===== src/design/lvdc_pkg.sv =====
package lvdc_pkg;

  // Register indices; each register fills one aligned word, so its byte address is four times the index
  localparam logic [15:0] LVDC_PWR_DUTY_IDX  = 16'hFF09;
  localparam logic [15:0] LVDC_OUT_FONT_IDX  = 16'hFF10;
  localparam logic [15:0] LVDC_DISP_CTRL_IDX = 16'hFF11;
  localparam logic [15:0] LVDC_SVD_IDX       = 16'hFF12;
  localparam logic [15:0] LVDC_CMP_IDX       = 16'hFF13;
  localparam logic [15:0] LVDC_BUSMODE_IDX   = 16'hFF00;
  localparam logic [15:0] LVDC_STACKPG_IDX   = 16'hFF01;

  // Register byte addresses on the APB word map
  localparam logic [17:0] LVDC_PWR_DUTY_ADDR  = {LVDC_PWR_DUTY_IDX, 2'h0};
  localparam logic [17:0] LVDC_OUT_FONT_ADDR  = {LVDC_OUT_FONT_IDX, 2'h0};
  localparam logic [17:0] LVDC_DISP_CTRL_ADDR = {LVDC_DISP_CTRL_IDX, 2'h0};
  localparam logic [17:0] LVDC_SVD_ADDR       = {LVDC_SVD_IDX, 2'h0};
  localparam logic [17:0] LVDC_CMP_ADDR       = {LVDC_CMP_IDX, 2'h0};
  localparam logic [17:0] LVDC_BUSMODE_ADDR   = {LVDC_BUSMODE_IDX, 2'h0};
  localparam logic [17:0] LVDC_STACKPG_ADDR   = {LVDC_STACKPG_IDX, 2'h0};

  // Field positions
  localparam int LVDC_EIGHTH_DUTY_BIT   = 0;
  localparam int LVDC_PWR_TYPE_BIT      = 1;
  localparam int LVDC_RSV2_BIT          = 2;
  localparam int LVDC_RSV3_BIT          = 3;
  localparam int LVDC_SPARE_BIT         = 0;
  localparam int LVDC_DUTY_SEL_BIT      = 1;
  localparam int LVDC_FONT_BIT          = 2;
  localparam int LVDC_ALT_EN_BIT        = 3;
  localparam int LVDC_LINE_EN_BIT       = 4;
  localparam int LVDC_AREA_BIT          = 6;
  localparam int LVDC_DCTL_LSB          = 4;
  localparam int LVDC_CONTRAST_LSB      = 0;
  localparam int LVDC_AUTO_SAMP_BIT     = 5;
  localparam int LVDC_CONT_SAMP_BIT     = 4;
  localparam int LVDC_LEVEL_LSB         = 0;
  localparam int LVDC_CMP0_EN_BIT       = 2;
  localparam int LVDC_CMP1_EN_BIT       = 3;
  localparam int LVDC_CMP0_DT_BIT       = 0;
  localparam int LVDC_CMP1_DT_BIT       = 1;

  // Reset values
  localparam logic [3:0] LVDC_PWR_DUTY_RST  = 4'h0;
  localparam logic [4:0] LVDC_OUT_FONT_RST  = 5'h00;
  localparam logic [6:0] LVDC_DISP_CTRL_RST = 7'h00;
  localparam logic [3:0] LVDC_LEVEL_RST     = 4'h0;

  typedef enum logic [1:0] {
    LVDC_DISP_OFF    = 2'b00,
    LVDC_DISP_NORMAL = 2'b01,
    LVDC_DISP_BLANK  = 2'b10,
    LVDC_DISP_ALL_ON = 2'b11
  } lvdc_disp_mode_t;

  typedef enum logic [1:0] {
    LVDC_DUTY_32 = 2'b00,
    LVDC_DUTY_16 = 2'b01,
    LVDC_DUTY_8  = 2'b10
  } lvdc_duty_t;

  // Voltage detector handshake: request a sample, get a level back
  typedef struct packed {
    logic       start;
    logic       continuous;
  } lvdc_svd_req_t;

  typedef struct packed {
    logic       done;
    logic [3:0] level;
  } lvdc_svd_rsp_t;

  typedef struct packed {
    lvdc_duty_t      duty;
    logic            power_type_a;
    logic            font_5x5;
    logic            display_area;
    lvdc_disp_mode_t disp_mode;
    logic [3:0]      contrast;
    logic            line_pulse_en;
    logic            alternation_en;
  } lvdc_lcd_cfg_t;

  typedef struct packed {
    logic [3:0] pwr_duty;
    logic [4:0] out_font;
    logic [6:0] disp_ctrl;
    logic       auto_samp;
    logic       cont_samp;
    logic       busy;
    logic       first_done;
    logic       samp_pending;
    logic [3:0] level;
    logic [1:0] cmp_en;
    logic       busmode_written;
    logic       stackpg_written;
    logic [31:0] prdata;
  } lvdc_state_t;

endpackage


===== src/design/lvdc_regs.sv =====
// Design decision made here: the APB register port.
`timescale 1ns/1ps

module lvdc_regs
  import lvdc_pkg::*;
#(
  parameter int AUTO_PERIOD = 16
) (
  input  wire logic                    pclk,
  input  wire logic                    presetn,
  input  wire logic                    psel,
  input  wire logic                    penable,
  input  wire logic                    pwrite,
  input  wire logic [17:0]             paddr,
  input  wire logic [31:0]             pwdata,
  output logic                         pready,
  output logic                         pslverr,
  output logic [31:0]                  prdata,
  input  wire logic                    sleep_instruction,
  output lvdc_pkg::lvdc_lcd_cfg_t      lcd_cfg,
  output lvdc_pkg::lvdc_svd_req_t      svd_req,
  input  wire lvdc_pkg::lvdc_svd_rsp_t svd_rsp,
  input  wire logic [1:0]              cmp_result,
  output logic [1:0]                   cmp_enable,
  output logic                         irq_allowed
);
  import lvdc_pkg::*;

  function automatic logic is_mapped(input logic [17:0] a);
    is_mapped = (a == LVDC_PWR_DUTY_ADDR) || (a == LVDC_OUT_FONT_ADDR) ||
                (a == LVDC_DISP_CTRL_ADDR) || (a == LVDC_SVD_ADDR) ||
                (a == LVDC_CMP_ADDR) || (a == LVDC_BUSMODE_ADDR) ||
                (a == LVDC_STACKPG_ADDR);
  endfunction

  lvdc_state_t s_r;
  lvdc_state_t s_nxt;
  logic [7:0]  auto_cnt_r;
  logic [7:0]  auto_cnt_nxt;
  logic        wr_acc;
  logic        rd_setup;
  logic        svd_start;
  logic [7:0]  wb;
  logic [7:0]  rd8;

  assign wr_acc = psel && penable && pwrite;
  assign rd_setup = psel && !penable && !pwrite;
  assign wb     = pwdata[7:0];

  ////////////////////////////////////////////////////////////////////////
  // Read mux; bits above each register read as zero
  always_comb begin
    rd8 = 8'h00;
    if (paddr == LVDC_PWR_DUTY_ADDR) begin
      rd8[3:0] = s_r.pwr_duty;
    end else if (paddr == LVDC_OUT_FONT_ADDR) begin
      rd8[4:0] = s_r.out_font;
    end else if (paddr == LVDC_DISP_CTRL_ADDR) begin
      rd8[6:0] = s_r.disp_ctrl;
    end else if (paddr == LVDC_SVD_ADDR) begin
      rd8[LVDC_AUTO_SAMP_BIT] = s_r.auto_samp;
      rd8[LVDC_CONT_SAMP_BIT] = s_r.busy || s_r.cont_samp;
      rd8[3:0]                = s_r.level;
    end else if (paddr == LVDC_CMP_ADDR) begin
      rd8[LVDC_CMP1_EN_BIT] = s_r.cmp_en[1];
      rd8[LVDC_CMP0_EN_BIT] = s_r.cmp_en[0];
      rd8[LVDC_CMP1_DT_BIT] = cmp_result[1] & s_r.cmp_en[1];
      rd8[LVDC_CMP0_DT_BIT] = cmp_result[0] & s_r.cmp_en[0];
    end
  end

  ////////////////////////////////////////////////////////////////////////
  always_comb begin
    s_nxt        = s_r;
    auto_cnt_nxt = auto_cnt_r;
    s_nxt.prdata = 32'h0000_0000;
    // Captured in the setup cycle so the data already stands at the access edge
    if (rd_setup) begin
      s_nxt.prdata = {24'h00_0000, rd8};
    end
    if (wr_acc) begin
      if (paddr == LVDC_PWR_DUTY_ADDR) begin
        s_nxt.pwr_duty = wb[3:0];
      end else if (paddr == LVDC_OUT_FONT_ADDR) begin
        s_nxt.out_font = wb[4:0];
      end else if (paddr == LVDC_DISP_CTRL_ADDR) begin
        s_nxt.disp_ctrl = wb[6:0];
      end else if (paddr == LVDC_SVD_ADDR) begin
        s_nxt.auto_samp = wb[LVDC_AUTO_SAMP_BIT];
        s_nxt.cont_samp = wb[LVDC_CONT_SAMP_BIT];
      end else if (paddr == LVDC_CMP_ADDR) begin
        s_nxt.cmp_en = {wb[LVDC_CMP1_EN_BIT], wb[LVDC_CMP0_EN_BIT]};
      end else if (paddr == LVDC_BUSMODE_ADDR) begin
        s_nxt.busmode_written = 1'b1;
      end else if (paddr == LVDC_STACKPG_ADDR) begin
        s_nxt.stackpg_written = 1'b1;
      end
    end
    if (svd_req.start) begin
      s_nxt.samp_pending = 1'b0;
      s_nxt.busy         = 1'b1;
    end
    // Auto sampling paces a request every AUTO_PERIOD cycles; a request raised
    // in the cycle a sample starts survives the clear above
    if (s_r.auto_samp) begin
      if (auto_cnt_r == 8'(AUTO_PERIOD - 1)) begin
        auto_cnt_nxt       = 8'h00;
        s_nxt.samp_pending = 1'b1;
      end else begin
        auto_cnt_nxt = auto_cnt_r + 8'h01;
      end
    end else begin
      auto_cnt_nxt = 8'h00;
    end
    // Completion wins over a new request in the same cycle
    if (svd_rsp.done) begin
      s_nxt.level      = svd_rsp.level;
      s_nxt.first_done = 1'b1;
      s_nxt.busy       = 1'b0;
    end
    if (sleep_instruction) begin
      s_nxt.disp_ctrl[5:4] = LVDC_DISP_OFF;
      s_nxt.auto_samp      = 1'b0;
      s_nxt.cont_samp      = 1'b0;
      s_nxt.samp_pending   = 1'b0;
    end
  end

  always_ff @(posedge pclk or negedge presetn) begin
    if (!presetn) begin
      s_r                 <= '0;
      s_r.pwr_duty        <= LVDC_PWR_DUTY_RST;
      s_r.out_font        <= LVDC_OUT_FONT_RST;
      s_r.disp_ctrl       <= LVDC_DISP_CTRL_RST;
      s_r.level           <= LVDC_LEVEL_RST;
      s_r.busy            <= 1'b1;
      auto_cnt_r          <= 8'h00;
    end else begin
      s_r        <= s_nxt;
      auto_cnt_r <= auto_cnt_nxt;
    end
  end

  ////////////////////////////////////////////////////////////////////////
  // Outputs
  assign pready  = 1'b1;
  assign pslverr = psel && penable && !is_mapped(paddr);
  assign prdata  = s_r.prdata;

  // No request before the unrequested first sampling ends; one sample in flight at a time
  assign svd_start = s_r.first_done && !s_r.busy && (s_r.samp_pending || s_r.cont_samp);
  assign svd_req   = {svd_start, s_r.cont_samp};

  always_comb begin
    lcd_cfg = '0;
    if (s_r.pwr_duty[LVDC_EIGHTH_DUTY_BIT]) begin
      lcd_cfg.duty = LVDC_DUTY_8;
    end else if (s_r.out_font[LVDC_DUTY_SEL_BIT]) begin
      lcd_cfg.duty = LVDC_DUTY_16;
    end else begin
      lcd_cfg.duty = LVDC_DUTY_32;
    end
    lcd_cfg.power_type_a   = s_r.pwr_duty[LVDC_PWR_TYPE_BIT];
    lcd_cfg.font_5x5       = s_r.out_font[LVDC_FONT_BIT];
    lcd_cfg.line_pulse_en  = s_r.out_font[LVDC_LINE_EN_BIT];
    lcd_cfg.alternation_en = s_r.out_font[LVDC_ALT_EN_BIT];
    lcd_cfg.display_area   = s_r.disp_ctrl[LVDC_AREA_BIT];
    lcd_cfg.disp_mode      = lvdc_disp_mode_t'(s_r.disp_ctrl[5:4]);
    lcd_cfg.contrast       = s_r.disp_ctrl[3:0];
  end

  assign cmp_enable  = s_r.cmp_en;
  assign irq_allowed = s_r.busmode_written && s_r.stackpg_written;

endmodule


===== config.mk =====
export PLATFORM = sky130hd
export DESIGN_NAME = lvdc_regs
export DESIGN_NICKNAME = d
export VERILOG_FILES = /design/src/design/lvdc_pkg.sv /design/src/design/lvdc_regs.sv
export SDC_FILE = /design/constraint.sdc
export NUM_CORES = 1
export LEC_CHECK = 0
export ABC_AREA = 0
export BUFFER_PORTS_ARGS = -buffer_cell sky130_fd_sc_hd__buf_2
export CAP_MARGIN = 20
export CORE_MARGIN = 2
export CORE_UTILIZATION = 50
export DETAILED_ROUTE_END_ITERATION = 7
export PLACE_DENSITY = 0.85
export SLEW_MARGIN = 20
export SYNTH_ARGS = -nofsm -noshare
export SYNTH_HDL_FRONTEND = slang
export SYNTH_SLANG_ARGS = --single-unit
export TNS_END_PERCENT = 30

===== constraint.sdc =====
create_clock -name pclk -period 3.9 [get_ports pclk]
set_input_delay 0.78 -clock pclk [delete_from_list [all_inputs] [get_ports pclk]]
set_output_delay 0.78 -clock pclk [all_outputs]
set_load 0.1 [all_outputs]

==> impl_table.tex <==
\begin{tabular}{lr}
\hline
Metric & Value \\
\hline
\multicolumn{2}{l}{\textbf{Timing}} \\
\quad Shortest clock period the worst path allows after layout & 2.89 ns \\
\quad Unrepaired setup endpoints after global routing & false \\
\quad Count of pins over their slew limit & 0 \\
\quad Period utilisation layout & 74.2\% \\
\quad Worst slew pin tran & 0.930 ns \\
\quad Max-slew headroom at the worst pin & 38.0\% \\
\quad Number of hold-slack violations in the final timing report & 0 \\
\quad Final sum of negative setup slack & 0 ns \\
\quad FMAX & 346 MHz \\
\quad Final worst clock skew & 0.00355 ns \\
\quad Endpoints failing setup & 0 \\
\multicolumn{2}{l}{\textbf{Clocking}} \\
\quad Clock root buffer & sky130\_fd\_sc\_hd\_\_clkbuf\_8 \\
\quad CTS sink count & 44 \\
\quad Number of levels the H-tree was split into & 2 \\
\quad Buffers from clock root to sink, at most & 2 \\
\quad Setup Fix Bufs, Post-CTS & 0 \\
\quad CTS resizes & 0 \\
\quad CTS tree & done \\
\quad Post-CTS Hold Fix Bufs & 0 \\
\quad Clock slew at reported path FFs & 0.08 ns \\
\quad CTS buffer count & 5 \\
\quad Skew-Pair Late Insertion Delay & 0.30 ns \\
\multicolumn{2}{l}{\textbf{Floorplan}} \\
\quad Full die area & 5430 um2 \\
\quad Horizontal extent of the die & approximately 74 um \\
\quad Number of ports placed on the die boundary & 115 \\
\quad Standard-cell row count & 25 \\
\quad Placeable core region & 4690 um2 \\
\quad Die outline height & 73.7 um \\
\quad Initial Util & 51.8\% \\
\multicolumn{2}{l}{\textbf{Synth}} \\
\quad Seq/Total Area, Yosys & a little under half \\
\quad Summed instance area of the synthesized netlist & 2430 um2 \\
\quad Number of synthesized flops with an enable pin & 0 \\
\quad Cell count after synthesis & 218 \\
\quad Flip-flop and latch count after synthesis & 44 \\
\quad Avg Synthesized Cell Area & 11.1 um2 \\
\quad Top flip-flop cell by instance count after synthesis & sky130\_fd\_sc\_hd\_\_dfrtp\_1 \\
\quad Async set-reset flop share out of synthesis & 100\% \\
\quad Yosys warns & 0 \\
\quad Count of unique library cells instantiated by Yosys & 38 \\
\multicolumn{2}{l}{\textbf{Hold path}} \\
\quad Startpoint of the tightest hold check path & s\_r[41]\$\_DFFE\_PN0P\_ \\
\quad Hold Crit Endpoint & s\_r[41]\$\_DFFE\_PN0P\_ \\
\quad Class of the worst hold path & reg -> reg \\
\quad Cell depth of the worst min-delay path & 1 \\
\multicolumn{2}{l}{\textbf{Final layout}} \\
\quad Leading cell types in the layout, fill and taps excluded & sky130\_fd\_sc\_hd\_\_buf\_2 (63), sky130\_fd\_sc\_hd\_\_dfrtp\_1 (43), sky130\_fd\_sc\_hd\_\_conb\_1 (26) \\
\quad Area growth, synth to finish & 9.06\% \\
\quad Nets & 325 \\
\quad Most common cell after layout, fill and taps aside & sky130\_fd\_sc\_hd\_\_buf\_2 \\
\quad Share of layout cells above drive strength 1 & 39.3\% \\
\quad Diode insertion count for antenna repair & 0 \\
\quad Number of fill cells in the layout & slightly below 400 \\
\multicolumn{2}{l}{\textbf{Detailed routing}} \\
\quad Antenna Nets Post-Route & 0 \\
\quad First-pass iteration count of the detailed router & 4 \\
\quad Total Wirelength & between 4 and 5 mm \\
\quad Count of unresolved DRC violations after routing & 0 \\
\quad Vias & 1637 \\
\quad Average wire length per cell after detail routing & around 15 um \\
\quad DRC marker count from the first detailed-route iteration & 64 \\
\quad Routed via count divided by cell count & 5.18 \\
\multicolumn{2}{l}{\textbf{Critical path}} \\
\quad Capturing element type of the critical path & output pin \\
\quad Worst setup SP type & input pin \\
\quad Reg2reg start & auto\_cnt\_r[0]\$\_DFF\_PN0\_ \\
\quad Crit-path max FO & 7 \\
\quad Required time of the worst setup path & 3.12 ns \\
\quad Crit Path Category & in -> out \\
\quad Register-to-register setup slack & 2.55 ns \\
\quad Critical R2R Capture & auto\_cnt\_r[6]\$\_DFF\_PN0\_ \\
\quad Arrival time at the worst endpoint & 2.11 ns \\
\quad Count of cells along the worst register-to-register path & 5 \\
\multicolumn{2}{l}{\textbf{GRT}} \\
\quad All-Layer GR Usage & roughly 17\% \\
\quad Total global routing overflow & 0 \\
\quad Vias in the first global route & 1495 \\
\quad Global-route wire length before repair & 7.09 mm \\
\quad Pin count of the biggest net entering global routing & 45 \\
\quad Number of antenna violations at the first check in global routing & 0 \\
\multicolumn{2}{l}{\textbf{Status}} \\
\quad Result of the run & complete, no violations \\
\multicolumn{2}{l}{\textbf{Placed design}} \\
\quad Sum of net half-perimeters after detailed placement & 3.58 mm \\
\quad Gpl congestion & approximately 0.8 \\
\quad Buffers added on ports & 63 \\
\multicolumn{2}{l}{\textbf{Job}} \\
\quad Max capacitance violation total & 0 \\
\multicolumn{2}{l}{\textbf{Power and ir drop}} \\
\quad VDD IR max & 0.222 mV \\
\quad Leak pwr & 1.39 nW \\
\quad Cell area power density & about 380 nW/um2 \\
\quad Tot Pwr & a little over 1 mW \\
\hline
\end{tabular}
flip-flops by register name, summed over array words and instances, names as in the netlist:
| register | flops |
|---|---|
| auto_cnt_r | 8 |
| cmp_enable | 2 |
| lcd_cfg | 11 |
| prdata | 7 |
| s_r | 15 |
| svd_req | 1 |
area by class of cell:
| class | instances | area, um2 | share of cell area [%] |
|---|---|---|---|
| Sequential cell | 44 | 1100 | 41.6 |
| Multi-Input combinational cell | 144 | 1020 | 38.6 |
| Timing Repair Buffer | 64 | 323 | 12.2 |
| Clock buffer | 7 | 96.3 | 3.64 |
| Tap cell | 54 | 67.6 | 2.55 |
| Clock inverter | 1 | 30.0 | 1.13 |
| Inverter | 2 | 7.51 | 0.283 |
stage by stage:
step | hold WS, ns | std cells | utilization (%) | worst slack, ns | cell area, um2
global placement | 0.433 | 308 | 53.8 | 1.01 | 2520
detailed placement | 0.445 | 308 | 53.8 | 1.01 | 2520
CTS | 0.463 | 316 | 56.5 | 0.996 | 2650
floorplan | 0.420 | 242 | - | 0.362 | 2520
finish | 0.468 | 316 | 56.5 | 1.01 | 2650
global route | 0.477 | 316 | 56.5 | 0.914 | 2650
cell usage after synthesis, drive strengths merged, types with 4 or more instances:
| master | n | area (um2) |
|---|---|---|
| buf | 50 | 379 |
| a21oi | 7 | 35.0 |
| and3 | 6 | 37.5 |
| and2 | 7 | 43.8 |
| nand3 | 8 | 40.0 |
| nand4 | 6 | 37.5 |
| mux4 | 4 | 90.1 |
| a22o | 4 | 35.0 |
| o21ai | 7 | 35.0 |
| xor2 | 4 | 35.0 |
| nor2b | 4 | 25.0 |
| nor2 | 8 | 30.0 |
| nor3 | 5 | 25.0 |
| nand2 | 7 | 26.3 |
| dfrtp | 43 | 1080 |
| mux2 | 20 | 240 |
cell families after synthesis:
group,count (synthesis),share of synthesized area [%]
and+or+nand+nor,63,15.5
buffers and inverters,54,16.2
DFF,44,45.4
muxes,25,14.0
AOI/OAI and AO/OA,23,5.92
xor gates and xnor gates,6,2.16
other,2,0.309
adders and majority gates,1,0.515
metal layers:
layer | vias to the layer above | wire (um) | global-route usage [%]
li1 | 782 | - | -
met1 | 779 | 1920 | 22.3
met2 | 72 | 2340 | 28.9
met3 | 4 | 286 | 5.08
met4 | 0 | 51 | 4.85
met5 | - | 0 | 0
where the power goes:
part	switching, mW	total [mW]	internal (mW)
logic	0.144	0.170	0.0257
registers	0.00241	0.462	0.460
clock network	0.148	0.373	0.226
total	0.294	1.01	0.712
critical path, stage by stage:
cell                      delay (ns)
sky130_fd_sc_hd__buf_2          0.09
sky130_fd_sc_hd__or4_4          0.54
sky130_fd_sc_hd__nor3_1         0.15
sky130_fd_sc_hd__buf_4          0.17
sky130_fd_sc_hd__a21oi_1        0.07
sky130_fd_sc_hd__buf_2          0.31
worst max path at each step:
stage / from / end / slack, ns / cells past startpoint
CTS: paddr[4] / pslverr / 1.0 / 6
global route: paddr[4] / pslverr / 0.91 / 6
detailed placement: paddr[4] / pslverr / 1.01 / 6
floorplan: paddr[3] / pslverr / 0.36 / 4
finish: paddr[4] / pslverr / 1.01 / 6
global placement: paddr[4] / pslverr / 1.01 / 6
Note: power is estimated with default switching activity, not from simulation.
